===== src/verilog/lbds_pkg.sv =====
// Constants shared by the LED blink and dimming sequencer
package lbds_pkg;

  // Register offsets on the byte register port
  localparam logic [7:0] ADDR_A_CURRENT = 8'h47;
  localparam logic [7:0] ADDR_A_PH1     = 8'h48;
  localparam logic [7:0] ADDR_A_PH2     = 8'h49;
  localparam logic [7:0] ADDR_A_PH3     = 8'h4A;
  localparam logic [7:0] ADDR_A_PH4     = 8'h4B;
  localparam logic [7:0] ADDR_A_PAUSE   = 8'h4C;
  localparam logic [7:0] ADDR_A_DUTY    = 8'h4D;
  localparam logic [7:0] ADDR_A_ONTIME  = 8'h4E;
  localparam logic [7:0] ADDR_B_CURRENT = 8'h4F;
  localparam logic [7:0] ADDR_B_PH1     = 8'h50;

  // Field layout
  localparam int CUR_W    = 4;
  localparam int RAMP_BIT = 5;
  localparam int LEN_W    = 7;
  localparam int DUTY_W   = 5;
  localparam int ONT_W    = 5;

  // Values after power-on reset
  localparam logic [CUR_W-1:0]  RST_CUR  = 4'h0;
  localparam logic              RST_RAMP = 1'b0;
  localparam logic [LEN_W-1:0]  RST_LEN  = 7'h00;
  localparam logic [DUTY_W-1:0] RST_DUTY = 5'h00;
  localparam logic [ONT_W-1:0]  RST_ONT  = 5'h00;

  // Time base: system clock, slow oscillator, PWM period, phase unit
  localparam int CLK_HZ        = 40000000;
  localparam int OSC_HZ        = 32000;
  localparam int PWM_PERIOD_US = 8000;
  localparam int PWM_SLOTS     = 32;
  localparam int UNIT_MS       = 64;
  localparam int OSC_DIV       = CLK_HZ / OSC_HZ;
  localparam int SLOT_TICKS    = (PWM_PERIOD_US * OSC_HZ) / (PWM_SLOTS * 1000000);
  localparam int PER_PER_UNIT  = (UNIT_MS * 1000) / PWM_PERIOD_US;

  localparam int OSC_W = 11;
  localparam logic [OSC_W-1:0]  OSC_LAST  = OSC_W'(OSC_DIV - 1);
  localparam logic [2:0]        SLOT_LAST = 3'(SLOT_TICKS - 1);
  localparam logic [DUTY_W-1:0] PWM_LAST  = DUTY_W'(PWM_SLOTS - 1);
  localparam logic [2:0]        PER_LAST  = 3'(PER_PER_UNIT - 1);

  // Sequence phases
  typedef enum logic [2:0] {
    PH_ONE,
    PH_TWO,
    PH_THREE,
    PH_FOUR,
    PH_PAUSE
  } lbds_phase_e;

endpackage


===== src/verilog/lbds_top.sv =====
// LED blink and dimming sequencer: register file, time base and phase sequencer
`timescale 1ns/1ps

module lbds_top
  import lbds_pkg::*;
(
  // Clock and power-on reset
  input  wire logic              clk_sys,
  input  wire logic              rst_n,
  // Register port
  input  wire logic [7:0]        regAddr,
  input  wire logic [7:0]        regWrData,
  input  wire logic              regWrEn,
  input  wire logic              regRdEn,
  output logic      [7:0]        regRdData,
  // LED A drive
  output logic                   aLightSignal,
  output logic      [CUR_W-1:0]  aSinkCurrentCode,
  output logic                   aRampSel,
  // LED B drive settings
  output logic      [CUR_W-1:0]  bSinkCurrentCode,
  output logic                   bRampSel,
  output logic      [LEN_W-1:0]  bPhase1Len
);

  // Register file state
  logic [CUR_W-1:0]  aCur_ff,    nxt_aCur;
  logic              aRamp_ff,   nxt_aRamp;
  logic [LEN_W-1:0]  aPh1_ff,    nxt_aPh1;
  logic [LEN_W-1:0]  aPh2_ff,    nxt_aPh2;
  logic [LEN_W-1:0]  aPh3_ff,    nxt_aPh3;
  logic [LEN_W-1:0]  aPh4_ff,    nxt_aPh4;
  logic [LEN_W-1:0]  aPause_ff,  nxt_aPause;
  logic [DUTY_W-1:0] aDuty_ff,   nxt_aDuty;
  logic [ONT_W-1:0]  aOnTime_ff, nxt_aOnTime;
  logic [CUR_W-1:0]  bCur_ff,    nxt_bCur;
  logic              bRamp_ff,   nxt_bRamp;
  logic [LEN_W-1:0]  bPh1_ff,    nxt_bPh1;
  logic [7:0]        rdData_ff,  nxt_rdData;

  // Time base and sequencer state
  logic [OSC_W-1:0]  oscDiv_ff,  nxt_oscDiv;
  logic [2:0]        slotTick_ff, nxt_slotTick;
  logic [DUTY_W-1:0] pwmSlot_ff, nxt_pwmSlot;
  logic [2:0]        period_ff,  nxt_period;
  logic [LEN_W-1:0]  unitCnt_ff, nxt_unitCnt;
  lbds_phase_e       phase_ff,   nxt_phase;
  logic              light_ff,   nxt_light;

  // Helpers of the sequencer
  logic              oscTick;
  logic              slotEnd;
  logic              periodEnd;
  logic              unitEnd;
  logic              lastUnit;
  logic              advance;
  logic [LEN_W-1:0]  curLen;
  logic              litPhase;

  // Register writes; reserved bits are never stored
  // Ramp bits are only stored and driven out; no ramp shaping happens here
  always_comb begin
    nxt_aCur    = aCur_ff;
    nxt_aRamp   = aRamp_ff;
    nxt_aPh1    = aPh1_ff;
    nxt_aPh2    = aPh2_ff;
    nxt_aPh3    = aPh3_ff;
    nxt_aPh4    = aPh4_ff;
    nxt_aPause  = aPause_ff;
    nxt_aDuty   = aDuty_ff;
    nxt_aOnTime = aOnTime_ff;
    nxt_bCur    = bCur_ff;
    nxt_bRamp   = bRamp_ff;
    nxt_bPh1    = bPh1_ff;
    if (regWrEn) begin
      case (regAddr)
        ADDR_A_CURRENT: begin
          nxt_aCur  = regWrData[CUR_W-1:0];
          nxt_aRamp = regWrData[RAMP_BIT];
        end
        ADDR_A_PH1:     nxt_aPh1    = regWrData[LEN_W-1:0];
        ADDR_A_PH2:     nxt_aPh2    = regWrData[LEN_W-1:0];
        ADDR_A_PH3:     nxt_aPh3    = regWrData[LEN_W-1:0];
        ADDR_A_PH4:     nxt_aPh4    = regWrData[LEN_W-1:0];
        ADDR_A_PAUSE:   nxt_aPause  = regWrData[LEN_W-1:0];
        ADDR_A_DUTY:    nxt_aDuty   = regWrData[DUTY_W-1:0];
        ADDR_A_ONTIME:  nxt_aOnTime = regWrData[ONT_W-1:0];
        ADDR_B_CURRENT: begin
          nxt_bCur  = regWrData[CUR_W-1:0];
          nxt_bRamp = regWrData[RAMP_BIT];
        end
        ADDR_B_PH1:     nxt_bPh1    = regWrData[LEN_W-1:0];
        default: begin
          // Writes to other offsets are dropped
        end
      endcase
    end
  end

  // Read data stand only in the cycle after the strobe
  always_comb begin
    nxt_rdData = 8'h00;
    if (regRdEn) begin
      // Upper bits are zero-extended, so reserved bits read as zero
      case (regAddr)
        ADDR_A_CURRENT: nxt_rdData = {2'h0, aRamp_ff, 1'b0, aCur_ff};
        ADDR_A_PH1:     nxt_rdData = {1'b0, aPh1_ff};
        ADDR_A_PH2:     nxt_rdData = {1'b0, aPh2_ff};
        ADDR_A_PH3:     nxt_rdData = {1'b0, aPh3_ff};
        ADDR_A_PH4:     nxt_rdData = {1'b0, aPh4_ff};
        ADDR_A_PAUSE:   nxt_rdData = {1'b0, aPause_ff};
        ADDR_A_DUTY:    nxt_rdData = {3'h0, aDuty_ff};
        ADDR_A_ONTIME:  nxt_rdData = {3'h0, aOnTime_ff};
        ADDR_B_CURRENT: nxt_rdData = {2'h0, bRamp_ff, 1'b0, bCur_ff};
        ADDR_B_PH1:     nxt_rdData = {1'b0, bPh1_ff};
        default:        nxt_rdData = 8'h00; // Unmapped offsets read zero
      endcase
    end
  end

  // Register file flops, cleared on power-on reset; the read data flop is in its own block
  always_ff @(posedge clk_sys or negedge rst_n) begin
    if (!rst_n) begin
      aCur_ff    <= RST_CUR;
      aRamp_ff   <= RST_RAMP;
      aPh1_ff    <= RST_LEN;
      aPh2_ff    <= RST_LEN;
      aPh3_ff    <= RST_LEN;
      aPh4_ff    <= RST_LEN;
      aPause_ff  <= RST_LEN;
      aDuty_ff   <= RST_DUTY;
      aOnTime_ff <= RST_ONT;
      bCur_ff    <= RST_CUR;
      bRamp_ff   <= RST_RAMP;
      bPh1_ff    <= RST_LEN;
    end else begin
      aCur_ff    <= nxt_aCur;
      aRamp_ff   <= nxt_aRamp;
      aPh1_ff    <= nxt_aPh1;
      aPh2_ff    <= nxt_aPh2;
      aPh3_ff    <= nxt_aPh3;
      aPh4_ff    <= nxt_aPh4;
      aPause_ff  <= nxt_aPause;
      aDuty_ff   <= nxt_aDuty;
      aOnTime_ff <= nxt_aOnTime;
      bCur_ff    <= nxt_bCur;
      bRamp_ff   <= nxt_bRamp;
      bPh1_ff    <= nxt_bPh1;
    end
  end

  // Read data flop; clears itself one cycle after each read
  always_ff @(posedge clk_sys or negedge rst_n) begin
    if (!rst_n) begin
      rdData_ff <= 8'h00;
    end else begin
      rdData_ff <= nxt_rdData;
    end
  end

  // Length and lighting of the phase now running
  // Lit phases are one and three; two, four and pause stay dark
  always_comb begin
    curLen   = RST_LEN;
    litPhase = 1'b0;
    unique case (phase_ff)
      PH_ONE: begin
        curLen   = aPh1_ff;
        litPhase = 1'b1;
      end
      PH_TWO:   curLen = aPh2_ff;
      PH_THREE: begin
        curLen   = aPh3_ff;
        litPhase = 1'b1;
      end
      PH_FOUR:  curLen = aPh4_ff;
      PH_PAUSE: curLen = aPause_ff;
      default: begin
        curLen   = RST_LEN;
        litPhase = 1'b0;
      end
    endcase
  end

  // Time base carry chain: tick, slot, PWM period, then a whole unit of eight periods
  assign oscTick   = (oscDiv_ff == OSC_LAST);
  assign slotEnd   = oscTick && (slotTick_ff == SLOT_LAST);
  assign periodEnd = slotEnd && (pwmSlot_ff == PWM_LAST);
  assign unitEnd   = periodEnd && (period_ff == PER_LAST);
  // At or past the last unit, so a length cut short by software still ends the phase
  assign lastUnit  = (unitCnt_ff >= curLen - LEN_W'(1));

  // Sequencer next state; a phase change restarts the time base so units stay whole
  always_comb begin
    nxt_oscDiv   = oscDiv_ff + OSC_W'(1);
    nxt_slotTick = slotTick_ff;
    nxt_pwmSlot  = pwmSlot_ff;
    nxt_period   = period_ff;
    nxt_unitCnt  = unitCnt_ff;
    nxt_phase    = phase_ff;
    advance      = 1'b0;
    if (curLen == RST_LEN) begin
      advance = 1'b1;
    end else if (unitEnd && lastUnit) begin
      advance = 1'b1;
    end
    // Counting chain; the unit counter only moves on a whole unit
    if (oscTick) begin
      nxt_oscDiv   = '0;
      nxt_slotTick = slotTick_ff + 3'h1;
      if (slotTick_ff == SLOT_LAST) begin
        nxt_pwmSlot = pwmSlot_ff + DUTY_W'(1);
        if (pwmSlot_ff == PWM_LAST) begin
          nxt_period = period_ff + 3'h1;
          if (period_ff == PER_LAST) begin
            nxt_unitCnt = unitCnt_ff + LEN_W'(1);
          end
        end
      end
    end
    // A phase change wins over the counting above and restarts the time base
    if (advance) begin
      nxt_oscDiv   = '0;
      nxt_slotTick = 3'h0;
      nxt_pwmSlot  = '0;
      nxt_period   = 3'h0;
      nxt_unitCnt  = '0;
      // Fixed order one, two, three, four, pause, then round again
      unique case (phase_ff)
        PH_ONE:   nxt_phase = PH_TWO;
        PH_TWO:   nxt_phase = PH_THREE;
        PH_THREE: nxt_phase = PH_FOUR;
        PH_FOUR:  nxt_phase = PH_PAUSE;
        PH_PAUSE: nxt_phase = PH_ONE;
        default:  nxt_phase = PH_ONE;
      endcase
    end
  end

  // Light: lit phases, within the lit duration, while the PWM slot is below duty plus one
  always_comb begin
    nxt_light = 1'b0;
    if (litPhase && !advance && (unitCnt_ff < LEN_W'(aOnTime_ff))) begin
      // Slot index up to duty covers duty plus one slots; all ones covers every slot
      nxt_light = (pwmSlot_ff <= aDuty_ff);
    end
  end

  // Sequencer flops
  always_ff @(posedge clk_sys or negedge rst_n) begin
    if (!rst_n) begin
      oscDiv_ff   <= '0;
      slotTick_ff <= 3'h0;
      pwmSlot_ff  <= '0;
      period_ff   <= 3'h0;
      unitCnt_ff  <= '0;
      phase_ff    <= PH_ONE;
    end else begin
      oscDiv_ff   <= nxt_oscDiv;
      slotTick_ff <= nxt_slotTick;
      pwmSlot_ff  <= nxt_pwmSlot;
      period_ff   <= nxt_period;
      unitCnt_ff  <= nxt_unitCnt;
      phase_ff    <= nxt_phase;
    end
  end

  // Light flop; the pin lags the sequencer state by one clock
  always_ff @(posedge clk_sys or negedge rst_n) begin
    if (!rst_n) begin
      light_ff <= 1'b0;
    end else begin
      light_ff <= nxt_light;
    end
  end

  // Outputs straight from flops
  assign regRdData        = rdData_ff;
  assign aLightSignal     = light_ff;
  assign aSinkCurrentCode = aCur_ff;
  assign aRampSel         = aRamp_ff;
  assign bSinkCurrentCode = bCur_ff;
  assign bRampSel         = bRamp_ff;
  assign bPhase1Len       = bPh1_ff;

endmodule // lbds_top

===== config.mk =====
export PLATFORM = sky130hd
export DESIGN_NAME = lbds_top
export DESIGN_NICKNAME = d
export VERILOG_FILES = /design/src/verilog/lbds_pkg.sv /design/src/verilog/lbds_top.sv
export SDC_FILE = /design/constraint.sdc
export NUM_CORES = 1
export LEC_CHECK = 0
export BUFFER_PORTS_ARGS = -buffer_cell sky130_fd_sc_hd__clkbuf_2
export CORE_MARGIN = 5
export CORE_UTILIZATION = 60
export CTS_BUF_LIST = sky130_fd_sc_hd__clkbuf_16
export DETAILED_ROUTE_END_ITERATION = 6
export PLACE_DENSITY = 0.9
export SYNTH_ARGS = -nofsm -noshare
export SYNTH_HDL_FRONTEND = slang
export SYNTH_SLANG_ARGS = --single-unit

===== constraint.sdc =====
create_clock -name clk_sys -period 4.05 [get_ports clk_sys]
set_clock_uncertainty 0.05 [all_clocks]
set_input_delay 0.81 -clock clk_sys [delete_from_list [all_inputs] [get_ports clk_sys]]
set_output_delay 0.81 -clock clk_sys [all_outputs]
set_load 0.01 [all_outputs]

==> flow_summary.ini <==
[cells_and_area]
drive_above_1_share_pct = 26.16
final_core_util_pct = 67.31
fin_area_sq_um = 6161
diodes = 0
nets = 581
fill_cells = 634
final_cells = 650
syn_to_final_growth_pct = 9.911

[sta]
setup_viol = 0
finalCritPeriodShare_pct = 94.77
finalHoldViolCount = 0
tightestPinTransition_ns = 1.136
finalCriticalPeriod_ns = 3.838
slew_headroom_pct = 24.25
hold_ws_ns = 0.4781
tns_ns = 0
timing.fmax_mhz = 260.6
setup_slack_ns = 0.2120
rsz0062_at_grt = false
finalMaxSlewViolations = 0

[worst_setup_path]
endpoint_kind = flip-flop
cp_cell_sequence = nor2_1 -> a22oi_1 -> o22a_1 -> ha_1 -> a21boi_1 -> nand3_1 -> xnor2_1 -> ha_1 -> nand4_1 -> a21oi_1 -> o2111ai_4 -> nand2_2 -> mux2_2
critPathMaxStageDelay_ns = 0.67
cp_common_cell = ha_1
crit_fanout = 15
startpoint_type = flip-flop
ff2ff_setup_slack_ns = 0.21
reg2reg_depth = 13
crit_required_ns = 4.23
crit_arrival_ns = 4.02
crit_type = reg2reg
cp_slowest_cell = dfrtp_1

[global_route]
use_met3_pct = 4.877
grt_use_met1_pct = 31.35
grt_usage_pct = 23.59
grt_pass1_vias = 4267
grt_max_degree = 92
busiest_layer = met2
antenna_found_initial = 0
overflow = 0
grt_util_met2_pct = 38.76
grt_first_pass_wirelength_mm = 21.30

[clocking]
cts_tree = yes
clockRootBuffer = clkbuf_16
cts-htree-levels = 3
clk_latency_ns = 0.35
cts_hold_buf = 0
cts_resized = 0
postCtsSetupRepairBufs = 0
numCtsBuffers = 9
cts.clk_slew.worst_paths_ns = 0.07
clockBufferDepth = 2
cts_sinks = 102

[route]
drc = 0
vias = 4079
wl_mm = 12.68
final_antenna_net_count = 0
routedWlPerCell_um = 19.50
drt_iter0_markers = 220
via_per_inst = 6.275
dr.pass1.iters = 5

[synthesis]
synth_top_cell_by_area = dfrtp_1
synth_cell_types = 60
syn_area_per_cell_sq_um = 11.19
syn_nets = 547
syn_inst = 501
synthTopCellsByArea = dfrtp_1 (46%), mux2_2 (12%), ha_1 (5.8%)
yosysTopAreaCellShare_pct = 45.54
synth_edf_count = 0
syn-cell-area_sq_um = 5605
yosys-top-cells-count = dfrtp_1 (102), mux2_2 (62), nor2_1 (43)
yosysMostFrequentCell = dfrtp_1
ys_warn_count = 0
async_flop_share_pct = 100.0
seq_area_frac_synth_pct = 45.54
synthFlopType = dfrtp_1
ys_ff_latch = 102

[placed_design]
place_inst = 635
gp_congestion = 0.9147
dpl.hpwl_mm = 8.949
post-place-ws_ns = 0.3149
placed_area_sq_um = 5851
port_buffers = 43

[die]
die_x_um = 106.7
num_rows = 35
die-area_sq_um = 11380
coreArea_sq_um = 9153
ios = 46
die_h_um = 106.7
start_util_pct = 61.24

[min_path]
min_path_type = reg2reg
min_path_cells = 1

[power_and_ir_drop]
power_mw = 2.635
peakVddDrop_mv = 0.2437
p_leak_nw = 2.967
power_density_nw_per_um2 = 427.8

[run]
drv_cap = 0

[outcome]
outcome = complete, no violations
cell usage in the layout (no fill, tap or decap), types with 15 or more instances in the layout:
cell and instances:
inv_1 20, nand2_1 30, mux2_2 62, dfrtp_1 102
a21oi_1 21, ha_1 26, nand3_1 19, nor2_1 43
o21ai_0 15, clkbuf_2 42, xor2_1 16
path summary, 6_finish.rpt:
check                                     endpoint                    start
setup / recovery           phase_ff[0]$_DFFE_PN0N_  phase_ff[1]$_DFFE_PN0N_
hold / removal              oscDiv_ff[0]$_DFF_PN0_   oscDiv_ff[0]$_DFF_PN0_
setup reg to reg           phase_ff[0]$_DFFE_PN0N_  phase_ff[1]$_DFFE_PN0N_
hold reg to reg             oscDiv_ff[0]$_DFF_PN0_   oscDiv_ff[0]$_DFF_PN0_
max in group asynchronous  oscDiv_ff[10]$_DFF_PN0_                    rst_n
min in group asynchronous   regRdData[4]$_DFF_PN0_                    rst_n
critical path, delay by kind of cell, from the launching register on:
| kind | cells | cell delay (ns) |
|---|---|---|
| fa+ha+maj | 2 | 0.56 |
| flops | 1 | 0.67 |
| mux | 1 | 0.38 |
| compound gates | 5 | 1.20 |
| simple gates | 4 | 0.72 |
| xor+xnor | 1 | 0.15 |
power by group:
group	internal (mW)	total, mW	switching, mW
clock	0.538	0.911	0.373
sequential	1.08	1.15	0.0739
combinational	0.220	0.574	0.354
layout make-up:
| class | instances | area (sq um) | area share (%) |
|---|---|---|---|
| Clock buffer | 9 | 225.2 | 3.656 |
| Clock inverter | 6 | 85.08 | 1.381 |
| Inverter | 19 | 71.32 | 1.158 |
| Multi-Input combinational cell | 355 | 2833 | 45.98 |
| Sequential cell | 102 | 2552 | 41.43 |
| Tap cell | 111 | 138.9 | 2.254 |
| Timing Repair Buffer | 48 | 255.2 | 4.143 |
routing by layer:
| metal | wire (um) | share of wire (%) | vias to the layer above |
|---|---|---|---|
| met5 | 0 | 0 | - |
| met4 | 279 | 2.2 | 0 |
| met3 | 782 | 6.2 | 27 |
| met2 | 6277 | 50 | 151 |
| met1 | 5337 | 42 | 2028 |
| li1 | - | - | 1873 |
flip-flops by register name, indices dropped and copies added, names as in the netlist, 4 cells and up:
signal / count
bSinkCurrentCode: 4
oscDiv_ff: 11
aPause_ff: 7
bPhase1Len: 7
regRdData: 7
aPh2_ff: 7
aSinkCurrentCode: 4
pwmSlot_ff: 5
aDuty_ff: 5
aPh4_ff: 7
aPh3_ff: 7
aOnTime_ff: 5
unitCnt_ff: 7
aPh1_ff: 7
cell families after synthesis:
group | count (synthesis) | share of synthesized area [%]
xor+xnor | 25 | 3.906
simple gates | 148 | 14.51
compound gates | 75 | 9.219
buf+inv | 44 | 3.929
fa+ha+maj | 26 | 5.804
flops | 102 | 45.54
other cells | 1 | 0.06690
mux | 80 | 17.03
(Power assumes the default switching activity.)
